[config.mk]
export PLATFORM = sky130hd
export DESIGN_NAME = capture_compare_pwm_unit
export DESIGN_NICKNAME = d
export VERILOG_FILES = /design/src/design/ccp_unit_pkg.sv /design/src/design/capture_compare_pwm_unit.sv
export VERILOG_INCLUDE_DIRS = /design/src /design/src/design
export SDC_FILE = /design/constraint.sdc
export NUM_CORES = 1
export LEC_CHECK = 0
export BUFFER_PORTS_ARGS = -buffer_cell sky130_fd_sc_hd__buf_2
export CAP_MARGIN = 40
export CORE_ASPECT_RATIO = 0.75
export CORE_UTILIZATION = 60
export CTS_BUF_LIST = sky130_fd_sc_hd__clkbuf_8 sky130_fd_sc_hd__clkbuf_16
export DETAILED_ROUTE_END_ITERATION = 10
export PLACE_DENSITY = 0.86
export SLEW_MARGIN = 25
export SYNTH_ARGS = -nofsm -noshare
export SYNTH_HDL_FRONTEND = slang
export SYNTH_SLANG_ARGS = --single-unit
[constraint.sdc]
create_clock -name sys_clk_in -period 3.82 [get_ports sys_clk_in]
set_input_delay 0.382 -clock sys_clk_in [delete_from_list [all_inputs] [get_ports sys_clk_in]]
set_output_delay 0.382 -clock sys_clk_in [all_outputs]
set_load 0.02 [all_outputs]
[src/design/ccp_unit_defs.svh]
// constants for the capture/compare/pwm unit: offsets, fields, reset values
`ifndef CCP_UNIT_DEFS_SVH
`define CCP_UNIT_DEFS_SVH
`define ADDR_CONTROL 2'h0
`define ADDR_MATCH_LOW 2'h1
`define ADDR_MATCH_HIGH 2'h2
`define ADDR_STATUS 2'h3
`define CTL_ENABLE_BIT 7
`define CTL_OUT_BIT 5
`define CTL_FMT_BIT 4
`define STS_FLAG_BIT 0
`define STS_ENABLE_BIT 1
`define STS_SELECT_BIT 2
`define CONTROL_RESET 8'h00
`define PRESCALE_ONE 2'h0
`endif

[src/design/ccp_unit_pkg.sv]
// types for the capture/compare/pwm unit
package ccp_unit_pkg;
   typedef enum logic [3:0] {
      MODE_OFF = 4'b0000,
      MODE_TOGGLE_CLR = 4'b0001,
      MODE_TOGGLE = 4'b0010,
      MODE_SET = 4'b1000,
      MODE_CLEAR = 4'b1001,
      MODE_PULSE = 4'b1010,
      MODE_PULSE_CLR = 4'b1011,
      MODE_PWM = 4'b1111
   } mode_t;
endpackage

[src/design/capture_compare_pwm_unit.sv]
// one compare/pwm channel with register port, sleep handling and conversion trigger
`include "ccp_unit_defs.svh"
module capture_compare_pwm_unit #(
   parameter int TIMER_WIDTH = 16,
   parameter int PERIOD_WIDTH = 8
) (
   // clock and reset
   input wire logic sys_clk_in,
   input wire logic reset_in,
   // register port
   input wire logic [1:0] reg_addr_in,
   input wire logic [7:0] reg_wdata_in,
   input wire logic reg_write_in,
   input wire logic reg_read_in,
   output logic [7:0] reg_rdata_out,
   // sixteen-bit timer (outside) and its sleep behaviour
   input wire logic [15:0] sixteen_bit_timer_in,
   input wire logic timer_tick_in,
   input wire logic timer_external_clock_in,
   output logic timer_tick_enable_out,
   output logic timer_reset_out,
   // period timer settings
   input wire logic [7:0] period_limit_value_in,
   input wire logic [1:0] period_timer_prescale_in,
   input wire logic period_timer_run_in,
   // power state
   input wire logic sleep_in,
   output logic wake_out,
   // outputs
   output logic unit_output_pin_out,
   output logic adc_trigger_out,
   output logic period_timer_flag_out,
   output logic [7:0] period_timer_count_out
);
   import ccp_unit_pkg::*;

   // refuse widths that the fixed compare and period paths cannot serve
   if (TIMER_WIDTH != 16 || PERIOD_WIDTH != 8) begin : g_width_check
      $error("unit supports only 16-bit compare and 8-bit period timers");
   end

   // write strobe aimed at one register index; used by two processes
   function automatic logic write_to(input logic strobe, input logic [1:0] addr,
         input logic [1:0] index);
      return strobe && (addr == index);
   endfunction

   ////////////////////////////////////////////////////////////////////////////
   // registers
   logic [7:0] unit_control_reg;
   logic [7:0] match_value_low;
   logic [7:0] match_value_high;
   logic match_event_flag;
   logic match_event_enable;
   logic adc_select;
   logic out_latch;
   logic [9:0] duty_buffer;
   logic [7:0] count;
   logic [3:0] pre_cnt;
   logic [1:0] phase;
   logic reset_pending;
   logic match_q;
   logic match_edge;

   mode_t mode;
   logic enabled;
   logic fmt;
   logic is_pwm;
   logic is_compare;
   logic [15:0] match_pair;
   logic [9:0] duty_value;
   logic compare_hit;
   logic compare_run;
   logic pwm_run;
   logic base_step;
   logic period_end;
   logic [9:0] time_base;
   logic [3:0] pre_limit;

   assign mode = mode_t'(unit_control_reg[3:0]);
   assign enabled = unit_control_reg[`CTL_ENABLE_BIT];
   assign fmt = unit_control_reg[`CTL_FMT_BIT];
   assign is_pwm = enabled && (mode == MODE_PWM);
   assign is_compare = enabled && unit_control_reg[3] == 1'b1 && !is_pwm
      || enabled && (mode == MODE_TOGGLE || mode == MODE_TOGGLE_CLR);
   // the pair is both compare value and pwm duty, so a mode change keeps it
   assign match_pair = {match_value_high, match_value_low};

   // duty value from the pair, right aligned in low bits or left aligned
   assign duty_value = fmt ? match_pair[15:6] : match_pair[9:0];

   ////////////////////////////////////////////////////////////////////////////
   // sleep gating of timers
   // instruction-clocked timer freezes in sleep; external source keeps going
   assign timer_tick_enable_out = !sleep_in || timer_external_clock_in;
   assign compare_run = timer_tick_enable_out;
   // pwm counters just stop, nothing is cleared, so wake resumes in place
   assign pwm_run = period_timer_run_in && !sleep_in;

   ////////////////////////////////////////////////////////////////////////////
   // compare path
   assign compare_hit = is_compare && compare_run
      && (sixteen_bit_timer_in == match_pair);
   // a held match acts once: only its first cycle counts as an event
   assign match_edge = compare_hit && !match_q;

   // match edge detect so a held match counts once
   always_ff @(posedge sys_clk_in) begin
      if (reset_in) begin
         match_q <= 1'b0;
      end else begin
         match_q <= compare_hit;
      end
   end

   // timer reset follows the trigger edge and is dropped if the match vanished
   always_ff @(posedge sys_clk_in) begin
      if (reset_in) begin
         reset_pending <= 1'b0;
      end else begin
         reset_pending <= match_edge
            && (mode == MODE_TOGGLE_CLR || mode == MODE_PULSE_CLR);
      end
   end
   assign timer_reset_out = reset_pending && compare_hit;

   // conversion trigger on the match edge
   always_ff @(posedge sys_clk_in) begin
      if (reset_in) begin
         adc_trigger_out <= 1'b0;
      end else begin
         adc_trigger_out <= match_edge && adc_select;
      end
   end

   ////////////////////////////////////////////////////////////////////////////
   // pwm time base: prescaler ticks each system clock; low bits are phase
   always_comb begin
      unique case (period_timer_prescale_in)
         2'h0: pre_limit = 4'h0;
         2'h1: pre_limit = 4'h3;
         2'h2: pre_limit = 4'hF;
         2'h3: pre_limit = 4'hF; // spare code runs as 1:16
      endcase
   end
   // postscaler is deliberately absent from this path; the >= lets a count left
   // above a newly lowered limit step at once instead of wrapping through 15
   assign base_step = pwm_run && (pre_cnt >= pre_limit);
   assign time_base = {count, phase};
   // the last phase of the limit count ends the period: (limit+1)*4 steps
   assign period_end = base_step && phase == 2'h3
      && count == period_limit_value_in;

   always_ff @(posedge sys_clk_in) begin
      if (reset_in) begin
         pre_cnt <= 4'h0;
      end else if (pwm_run) begin
         pre_cnt <= base_step ? 4'h0 : pre_cnt + 4'h1;
      end
   end

   always_ff @(posedge sys_clk_in) begin
      if (reset_in) begin
         phase <= 2'h0;
         count <= 8'h00;
      end else if (base_step) begin
         phase <= phase + 2'h1;
         if (phase == 2'h3) begin
            count <= period_end ? 8'h00 : count + 8'h01;
         end
      end
   end
   assign period_timer_count_out = count;

   // duty buffer loaded only at the period boundary
   // so a duty write in mid-period never cuts the pulse being produced
   always_ff @(posedge sys_clk_in) begin
      if (reset_in) begin
         duty_buffer <= 10'h000;
      end else if (period_end) begin
         duty_buffer <= duty_value;
      end
   end

   // sticky until the period timer is stopped, so software can poll it
   always_ff @(posedge sys_clk_in) begin
      if (reset_in) begin
         period_timer_flag_out <= 1'b0;
      end else if (period_end) begin
         period_timer_flag_out <= 1'b1;
      end else if (!period_timer_run_in) begin
         period_timer_flag_out <= 1'b0;
      end
   end

   ////////////////////////////////////////////////////////////////////////////
   // output latch; a zero control write beats every mode action in that cycle
   always_ff @(posedge sys_clk_in) begin
      if (reset_in) begin
         out_latch <= 1'b0;
      end else if (write_to(reg_write_in, reg_addr_in, `ADDR_CONTROL)
            && reg_wdata_in == `CONTROL_RESET) begin
         out_latch <= 1'b0;
      end else if (is_pwm) begin
         if (period_end) begin
            out_latch <= (duty_value != 10'h000);
         // clear on the step into the duty value, so high lasts exactly duty steps
         end else if (base_step && (time_base + 10'h1) == duty_buffer) begin
            out_latch <= 1'b0;
         end
      end else if (match_edge) begin
         unique case (mode)
            // a prescaled timer holds a match for several clocks; the edge detect toggles once at any prescale
            MODE_TOGGLE, MODE_TOGGLE_CLR: out_latch <= !out_latch;
            MODE_SET: out_latch <= 1'b1;
            MODE_CLEAR: out_latch <= 1'b0;
            // pulse modes raise the flag and trigger but leave the latch alone
            default: out_latch <= out_latch;
         endcase
      end
   end
   assign unit_output_pin_out = out_latch;

   ////////////////////////////////////////////////////////////////////////////
   // event flag: hardware set wins over software clear
   always_ff @(posedge sys_clk_in) begin
      if (reset_in) begin
         match_event_flag <= 1'b0;
      end else if (match_edge) begin
         match_event_flag <= 1'b1;
      end else if (write_to(reg_write_in, reg_addr_in, `ADDR_STATUS)
            && !reg_wdata_in[`STS_FLAG_BIT]) begin
         match_event_flag <= 1'b0;
      end
   end
   // awake, the flag alone informs software; only in sleep does it wake
   assign wake_out = sleep_in && match_event_flag && match_event_enable;

   ////////////////////////////////////////////////////////////////////////////
   // register writes
   // status bit 0 (the flag) is handled by the flag process, not here
   always_ff @(posedge sys_clk_in) begin
      if (reset_in) begin
         unit_control_reg <= `CONTROL_RESET;
         match_value_low <= 8'h00;
         match_value_high <= 8'h00;
         match_event_enable <= 1'b0;
         adc_select <= 1'b0;
      end else if (reg_write_in) begin
         unique case (reg_addr_in)
            `ADDR_CONTROL: unit_control_reg <= reg_wdata_in;
            `ADDR_MATCH_LOW: match_value_low <= reg_wdata_in;
            `ADDR_MATCH_HIGH: match_value_high <= reg_wdata_in;
            `ADDR_STATUS: begin
               match_event_enable <= reg_wdata_in[`STS_ENABLE_BIT];
               adc_select <= reg_wdata_in[`STS_SELECT_BIT];
            end
         endcase
      end
   end

   // read data one cycle after the strobe, zero otherwise
   always_ff @(posedge sys_clk_in) begin
      if (reset_in) begin
         reg_rdata_out <= 8'h00;
      end else if (reg_read_in) begin
         unique case (reg_addr_in)
            `ADDR_CONTROL: reg_rdata_out <= {unit_control_reg[7], 1'b0, out_latch,
               unit_control_reg[4:0]};
            `ADDR_MATCH_LOW: reg_rdata_out <= match_value_low;
            `ADDR_MATCH_HIGH: reg_rdata_out <= match_value_high;
            `ADDR_STATUS: reg_rdata_out <= {5'h00, adc_select, match_event_enable,
               match_event_flag};
         endcase
      end else begin
         reg_rdata_out <= 8'h00;
      end
   end
endmodule // capture_compare_pwm_unit

Word-level counts from Yosys, hierarchy flattened --
Index checks and enable logic that the tools add are counted.
Storage, ports and cells: bits in registers 64, input port bits 44, logic and storage cells 101
Operators by class: bitwise logic cells 1, eq/ne operators 18, mux-type cells 14, reduce and logical (&&, ||, !) cells 47, add/subtract/negate cells 4, $lt $le $gt $ge 1
Operators by type and width (number):
- case mux 8 bit (4 select lines) | 1
- logical AND 1 bit | 21
- == test 16 bit | 1
- == test 4 bit (second input constant) | 4
- case mux 4 bit (3 select lines) | 1
- adder 10 x 1 -> 10 bit (second input constant) | 1
- == test 10 bit | 1
- == test 2 bit (second input constant) | 5
- two-way mux 10 bit | 1
- AND reduction 2 bit | 5
- nonzero test 10 bit | 1
- adder 8 x 1 -> 8 bit (second input constant) | 1
- == test 8 bit | 1
- logical NOT 8 bit | 1
- two-way mux 1 bit | 8
- two-way mux 8 bit | 1
- OR reduction 2 bit | 4
- logical NOT 1 bit | 5
- adder 4 x 1 -> 4 bit (second input constant) | 1
- == test 2 x 1 -> 1 bit (second input constant) | 2
- == test 4 x 1 -> 1 bit (second input constant) | 1
- == test 4 x 2 -> 1 bit (second input constant) | 1
- >= comparator 4 bit | 1
- logical NOT 2 bit | 2
- 10 further kinds | 14

Depth between registers and ports, before layout --
Gate-level depths: netlist (run 1).
word-level depth 10, depth in mapped cells 10

Worst setup path after synthesis (run 1) --
OpenSTA, ideal clock, no wires.
path kind in2reg, start input period_timer_prescale_in[0], end register duty_buffer[1], stages 10, setup slack 1.514 ns, buffers on the path 1, arrival time 2.179 ns, data required time 3.692 ns, setup time 0.128 ns, path through or2_2 ha_1 nand2b_1 a21o_1 a211o_1 nand3_1 clkbuf_1 nor2_1 a21oi_1 nor2_1
On the way: longest elaborated chain between the ends 7, elaborated cells on any way between the ends 10, those cells by class order compare: 1; eq/ne: 3; mux: 1; reduce/logical: 5
RTL lines:
- start: declaration | line capture_compare_pwm_unit.sv:24 | input wire logic [1:0] period_timer_prescale_in,
- == test 2 bit | line capture_compare_pwm_unit.sv:139 | unique case (period_timer_prescale_in)
- OR reduction 2 bit (no line)
- case mux 4 bit (3 select lines) (*) | line capture_compare_pwm_unit.sv:139
- >= comparator 4 bit (*) | line capture_compare_pwm_unit.sv:148 | assign base_step = pwm_run && (pre_cnt >= pre_limit);
- logical AND 1 bit (*) | line capture_compare_pwm_unit.sv:148
- logical AND 1 bit (*) | line capture_compare_pwm_unit.sv:151 | assign period_end = base_step && phase == 2'h3
- logical AND 1 bit (*) | line capture_compare_pwm_unit.sv:152 | && count == period_limit_value_in;
- end signal: assignment | line capture_compare_pwm_unit.sv:181 | duty_buffer <= duty_value;
- end: declaration | line capture_compare_pwm_unit.sv:57 | logic [9:0] duty_buffer;
Mark *: on every way between the ends. The rest lies on a longest branch, timed or not. A chain may end at the register's enable or synchronous reset.

Worst setup path after layout (run 1) --
start register phase[0], end register out_latch, in the netlist unit_output_pin_out
On the way: longest elaborated chain between the ends 5, elaborated cells on any way between the ends 10, those cells by class add/sub: 1; eq/ne: 3; mux: 2; reduce/logical: 4
RTL lines:
- start: declaration | line capture_compare_pwm_unit.sv:60 | logic [1:0] phase;
- start signal: assignment | line capture_compare_pwm_unit.sv:167 | phase <= phase + 2'h1;
- adder 10 x 1 -> 10 bit / == test 2 bit (equally long branches) | line capture_compare_pwm_unit.sv:208, capture_compare_pwm_unit.sv:151
- == test 10 bit / logical AND 1 bit (equally long branches) | line capture_compare_pwm_unit.sv:208, capture_compare_pwm_unit.sv:151
- logical AND 1 bit (on tied branches) | line capture_compare_pwm_unit.sv:208, capture_compare_pwm_unit.sv:152
- != test 3 x 1 -> 1 bit (no line) / two-way mux 1 bit (equally long branches)
- AND reduction 3 bit (no line) / two-way mux 1 bit (equally long branches)
- end signal: assignment | line capture_compare_pwm_unit.sv:206 | out_latch <= (duty_value != 10'h000);
- end signal: assignment | line capture_compare_pwm_unit.sv:214 | MODE_TOGGLE, MODE_TOGGLE_CLR: out_latch <= !out_latch;
- end signal: assignment | line capture_compare_pwm_unit.sv:218 | default: out_latch <= out_latch;
- end: declaration | line capture_compare_pwm_unit.sv:56 | logic out_latch;
Several ways; a longest one is shown, not always the timed one.

==> metrics.yaml, run 1 <==
routing:
  via_per_inst: 5.959
  drcViolationCount: 0
  wl_per_cell_um: 16.06
  dr.pass1.iters: 6
  drt-initial-drc-count: 306
  wirelength_um: 8689
  via_count: 3224
  ant_nets: 0
synth:
  synthCells: 412
  synthArstFlopShare_pct: 0
  synth_area_leader_cell: "dfxtp_1"
  synthTopCellsByArea: "dfxtp_1 (37%), xnor2_1 (9.1%), mux2i_1 (7.1%)"
  yosysUniqueCellTypes: 41
  syn-cell-area_mm2: 0.003379
  synth_edf_count: 0
  synth_nets: 463
  ys_seq_elements: 62
  ys_seq_area_share_pct: 36.73
  synth_top_area_share_pct: 36.73
  ys_warn_count: 0
  syn_area_per_cell_um2: 8.203
  yosys_most_used_dff: "dfxtp_1"
setup_path:
  crit_fanout: 22
  r2r_end: "unit_output_pin_out"
  path_class: "reg -> reg"
  cp-start-kind: "register"
  startpoint: "phase[0]"
  arrival_ns: 2.88
  critPathCaptureType: "register"
  required_ns: 4.10
  rr_worst_depth: 7
  r2r_start: "phase[0]"
  reg2reg_slack_ns: 1.22
floorplanning:
  rows: 23
  die_y_um: 67.00
  start_util_pct: 62.80
  core-area_mm2: 0.005381
  die_area_mm2: 0.005940
  io-pin-count: 66
  die_x_um: 88.66
pwr:
  p_leak_nw: 1.531
  ir_worst_vdd_mv: 0.2369
  power_density_mw_per_mm2: 370.7
  power_mw: 1.461
clocking:
  cts_buffers: 9
  clock_path_buffers: 2
  root_buffer: "clkbuf_8"
  cts_resized: 0
  cts-hold-fix-buffers: 0
  cts_sinks: 62
  htree_num_levels: 3
  insertion_delay_ns: 0.34
  cts_setup_buffers: 0
  cts_tree: "built"
  path_clk_slew_ns: 0.07
timing:
  finClkSkew_ns: 0.008459
  clock.fmax_mhz: 384.8
  fin_crit_sh_pct: 68.04
  slew_violations: 0
  setup_viol: 0
  period_needed_ns: 2.599
  setup_tns_ns: 0
  rsz0062_at_grt: "false"
  max_slew_margin_pct: 47.29
  tightest_slew_ns: 0.7884
  finalHoldViolCount: 0
global_routing:
  grt_pass1_vias: 2833
  grt_first_pass_wirelength_um: 13540
  grt_max_degree: 38
  grt_util_all_layers_pct: 30.99
  antenna_found_initial: 1
  grt_overflow_total: 0
cells_and_area:
  layout.cells.most_common: "buf_2"
  regMostFlops: "duty_buffer"
  largest_register_ffs: 10
  diodes: 0
  drive_gt1_share_pct: 19.53
  layout_common_cells: "buf_2 (64), dfxtp_1 (62), nor2_1 (60)"
  synthToLayoutAreaGrowth_pct: 16.59
  postLayoutCellArea_mm2: 0.003940
  nNetsFinal: 513
job:
  maxCapViolations: 0
run_status:
  status: "completed"
hold_path:
  hold_path_class: "in -> reg"
  hold_path_end: "period_timer_flag_out"
  hold_start: "period_timer_run_in"
  holdPathStages: 3
placed_design:
  dp_hpwl_um: 6363
  routabilityCongestion: 0.9658
  postPlaceCellArea_mm2: 0.003719
  portBuffers: 64
[cell type report]
cell class                      count  area, um^2
Multi-Input combinational cell    316        2006
Fill cell                         424        1441
Sequential cell                    62        1241
Timing Repair Buffer               67       355.3
Clock buffer                       11       151.4
Tap cell                           75       93.84
Clock inverter                      4       70.07
Inverter                            6       22.52
[stage by stage]
stage | std cells | hold WS (ns) | util, % | setup WS (ns)
global route | 541 | 0.3100 | 73.22 | 1.019
CTS | 541 | 0.3045 | 73.22 | 1.272
detailed placement | 526 | 0.4590 | 69.10 | 1.033
global placement | 525 | 0.4435 | 68.73 | 1.129
finish | 541 | 0.3093 | 73.22 | 1.221
floorplan | 412 | 0.4595 | - | 1.514
[logic make-up (layout without fill, tap and decap cells)]
| logic type | after synthesis | in the layout | synth area share [%] |
|---|---|---|---|
| flip-flops | 62 | 62 | 36.73 |
| AO/OA/AOI/OAI | 59 | 59 | 10.11 |
| adder cells (fa/ha/maj) | 7 | 7 | 2.592 |
| XOR/XNOR | 48 | 48 | 12.44 |
| multiplexers | 27 | 27 | 9.108 |
| buffers and inverters | 34 | 88 | 3.925 |
| AND/OR/NAND/NOR | 175 | 175 | 25.10 |
[power by group]
group / switching [mW] / internal, mW
Combinational: 0.0731 / 0.0625
Clock: 0.250 / 0.397
Sequential: 0.0203 / 0.657
[critical path, cell delays in order, from the launching register on]
cell and delay [ns]:
dfxtp_1 0.45, ha_1 0.36, inv_1 0.07, nor3_1 0.39, nand3_1 0.65, nor3_1 0.36, o21ai_0 0.10, mux2i_1 0.13
[cell usage after synthesis, types with 3 or more instances]
cell type	instances
buf_2	4
o21ai_0	5
a31oi_1	3
nand2b_1	4
nor3_1	16
nor3b_1	3
nand2_1	32
dfxtp_1	62
inv_1	6
nand4_1	8
xor2_1	13
xnor2_1	35
buf_1	3
a21oi_1	40
ha_1	7
nor2_1	60
nand3_1	23
nor2b_1	7
nor4_1	8
clkbuf_1	21
mux4_2	3
mux2i_1	24
[how the worst max path moves through the flow]
stage                     slack, ns                  end  cells after the start
after floorplan                1.51       duty_buffer[1]                     10
after global placement         1.13  unit_output_pin_out                     10
after detailed placement       1.03  unit_output_pin_out                     10
after CTS                      1.27  unit_output_pin_out                      7
after global routing           1.02  unit_output_pin_out                      7
final                          1.22  unit_output_pin_out                      7
[routing by layer]
| layer | share of wire (%) | track usage [%] | vias up |
|---|---|---|---|
| met5 | 0.15 | 0 | - |
| li1 | - | - | 1522 |
| met1 | 44 | 40.70 | 1524 |
| met4 | 1.9 | 9.879 | 2 |
| met2 | 45 | 46.44 | 148 |
| met3 | 9.0 | 12.02 | 28 |
(Power assumes the default switching activity.)
==> run 2, diff against run 1 <==
--- a/config.mk
+++ b/config.mk
@@ -9,10 +9,10 @@
 export BUFFER_PORTS_ARGS = -buffer_cell sky130_fd_sc_hd__buf_2
 export CAP_MARGIN = 40
 export CORE_ASPECT_RATIO = 0.75
-export CORE_UTILIZATION = 60
+export CORE_UTILIZATION = 55
 export CTS_BUF_LIST = sky130_fd_sc_hd__clkbuf_8 sky130_fd_sc_hd__clkbuf_16
 export DETAILED_ROUTE_END_ITERATION = 10
-export PLACE_DENSITY = 0.86
+export PLACE_DENSITY = 0.8
 export SLEW_MARGIN = 25
 export SYNTH_ARGS = -nofsm -noshare
 export SYNTH_HDL_FRONTEND = slang
==> constraint.sdc (replaced) <==
create_clock -name sys_clk_in -period 2.7 [get_ports sys_clk_in]
set_input_delay 0.27 -clock sys_clk_in [delete_from_list [all_inputs] [get_ports sys_clk_in]]
set_output_delay 0.27 -clock sys_clk_in [all_outputs]
set_load 0.02 [all_outputs]
==> run 2 against run 1 <==
Against the previous run: worst hold slack got worse by 0.11 ns; final area fell by 0.44%; first-iteration DRC count up 23%; clock power grew 5.4%; worst setup slack worse by 0.90 ns; core utilization decreased by 6.2 points; wire length rose by 1.5%; global-route usage fell by 2.5 points; critical path type is now reg -> out; critical endpoint is now timer_reset_out.
==> metrics.yaml, run 2 (synthesized netlist as in run 1, its figures left out) <==
run_status:
  status: "completed"
hold_path:
  hold_path_class: "in -> reg"
cells_and_area:
  nNetsFinal: 519  # +1.2%
  diodes: 0  # unchanged
  synthToLayoutAreaGrowth_pct: 16.07
  drive_gt1_share_pct: 20.34  # +0.81 points
  layout.cells.most_common: "buf_2"
  fin_util_pct: 66.99  # -6.2 points
  stdcell_count: 550  # +1.7%
  layout_common_cells: "buf_2 (64), dfxtp_1 (62), nor2_1 (60)"
  regMostFlops: "duty_buffer"
  largest_register_ffs: 10  # unchanged
global_routing:
  antenna_found_initial: 0  # -1
  grt_pass1_vias: 2910  # +2.7%
  grt_overflow_total: 0  # unchanged
  grt_util_all_layers_pct: 28.52  # -2.5 points
  grt_max_degree: 30  # -21%
  grt_first_pass_wirelength_um: 14210  # +4.9%
pwr:
  net-switching-power_mw: 0.4968  # +44%
  p_leak_nw: 1.534  # +0.15%
  power_density_mw_per_mm2: 467.0  # +26%
  p_clk_share_pct: 37.2  # -7.1 points
  power_mw: 1.832  # +25%
  internal-power_mw: 1.335  # +20%
  seq_power_share_pct: 52.3  # +5.9 points
  p_comb_share_pct: 10.5  # +1.2 points
  ir_worst_vdd_mv: 0.2687  # +13%
  switching_share_pct: 27.12  # +3.6 points
clocking:
  clock_path_buffers: 2  # unchanged
  cts-hold-fix-buffers: 0  # unchanged
  path_clk_slew_ns: 0.07  # about the same
  cts_resized: 0  # unchanged
  cts_setup_buffers: 0  # unchanged
  cts_tree: "built"
  insertion_delay_ns: 0.34  # about the same
  cts_sinks: 62  # unchanged
  htree_num_levels: 3  # unchanged
  root_buffer: "clkbuf_8"
  cts_buffers: 9  # unchanged
floorplanning:
  die_x_um: 92.52  # +4.3%
  rows: 24  # +4.3%
  die_y_um: 69.89  # +4.3%
  start_util_pct: 57.71  # -5.1 points
  die_area_mm2: 0.006465  # +8.8%
  io-pin-count: 66  # unchanged
  core-area_mm2: 0.005856  # +8.8%
setup_path:
  arrival_ns: 2.11  # -0.77 ns
  cp-start-kind: "register"
  path_class: "reg -> out"
  cpMaxStageDelayCell: "dfxtp_1"
  path_cells: "xnor2_1, nand4_1, nor3_1, o2111ai_1, nor2_1, buf_2"
  reg2reg_slack_ns: 0.49  # -0.73 ns
  crit_fanout: 7  # -68%
  critPathCaptureType: "primary output"
  cp_slowest_stage_delay_ns: 0.53  # -0.12 ns
  required_ns: 2.43  # -1.67 ns
placed_design:
  dp_hpwl_um: 6476  # +1.8%
  routabilityCongestion: 0.9361  # -3.1%
  portBuffers: 64  # unchanged
  dpl.cell_count: 535  # +1.7%
timing:
  rsz0062_at_grt: "false"
  clock.fmax_mhz: 420.7
  hold_slack_ns: 0.2000  # -0.1093 ns
  setup_tns_ns: 0  # unchanged
  max_slew_margin_pct: 50.59  # +3.3 points
  period_needed_ns: 2.377
  tightest_slew_ns: 0.7402  # -0.04822 ns
  fin_crit_sh_pct: 88.04
  slew_violations: 0  # unchanged
  setup_viol: 0  # unchanged
  finClkSkew_ns: 0.009395  # +0.0009357 ns
  finalHoldViolCount: 0  # unchanged
routing:
  met2_length_um: 3866  # -1.4%
  drcViolationCount: 0  # unchanged
  via_count: 3232  # +0.25%
  wl_met1_um: 3860  # +1.3%
  drt-initial-drc-count: 375  # +23%
  via_per_inst: 5.876  # -1.4%
  highest_layer: "met4"
  ant_nets: 0  # unchanged
  wirelength_um: 8815  # +1.5%
  wl_met3_um: 938  # +21%
  dr.pass1.iters: 6  # unchanged
  wl_per_cell_um: 16.03  # -0.21%
job:
  maxCapViolations: 0  # unchanged
run 2: critical path: cells and delay by family, from the launching register on:
family / cells / cell delay (ns)
AO/OA/AOI/OAI: 1 / 0.27
XOR/XNOR: 1 / 0.16
buffers and inverters: 1 / 0.17
flip-flops: 1 / 0.53
AND/OR/NAND/NOR: 3 / 0.62
run 2: power by group through the flow:
stage / clock [mW] / combinational [mW] / sequential [mW]
finish: 0.682 / 0.192 / 0.957
global route: 0.732 / 0.210 / 0.959
CTS: 0.696 / 0.189 / 0.956
detailed placement: 0 / 0.188 / 0.977
global placement: 0 / 0.183 / 0.976
floorplan: 0 / 0.125 / 0.964
run 2: through the flow:
step / cell area (um^2) / setup slack (ns)
final: 3923 / 0.3228
after global routing: 3923 / 0.3154
after CTS: 3923 / 0.4209
after detailed placement: 3767 / 0.3659
after global placement: 3767 / 0.3798
after floorplan: 3379 / 0.5055
run 2: final cells by class:
class / count / area [um^2]
timing repair buffer: 73 / 400.4
multi-input combinational: 316 / 2006
clock buffer: 9 / 123.9
sequential: 62 / 1241
tap: 78 / 97.59
fill: 501 / 1933
inverter: 6 / 22.52
clock inverter: 6 / 31.28
run 2: metal layers:
| layer | up-vias | global-route usage, % |
|---|---|---|
| li1 | 1532 | - |
| met1 | 1508 | 40.52 |
| met2 | 171 | 41.40 |
| met3 | 21 | 9.150 |
| met4 | 0 | 7.813 |
| met5 | - | 0 |
run 2: worst paths after layout:
kind	startpoint	to	cells past startpoint
hold reg to reg	period_timer_flag_out	period_timer_flag_out	2
hold / removal	period_timer_run_in	period_timer_flag_out	3
setup reg to reg	match_value_high[1]	unit_output_pin_out	7
setup / recovery	match_value_high[1]	timer_reset_out	6
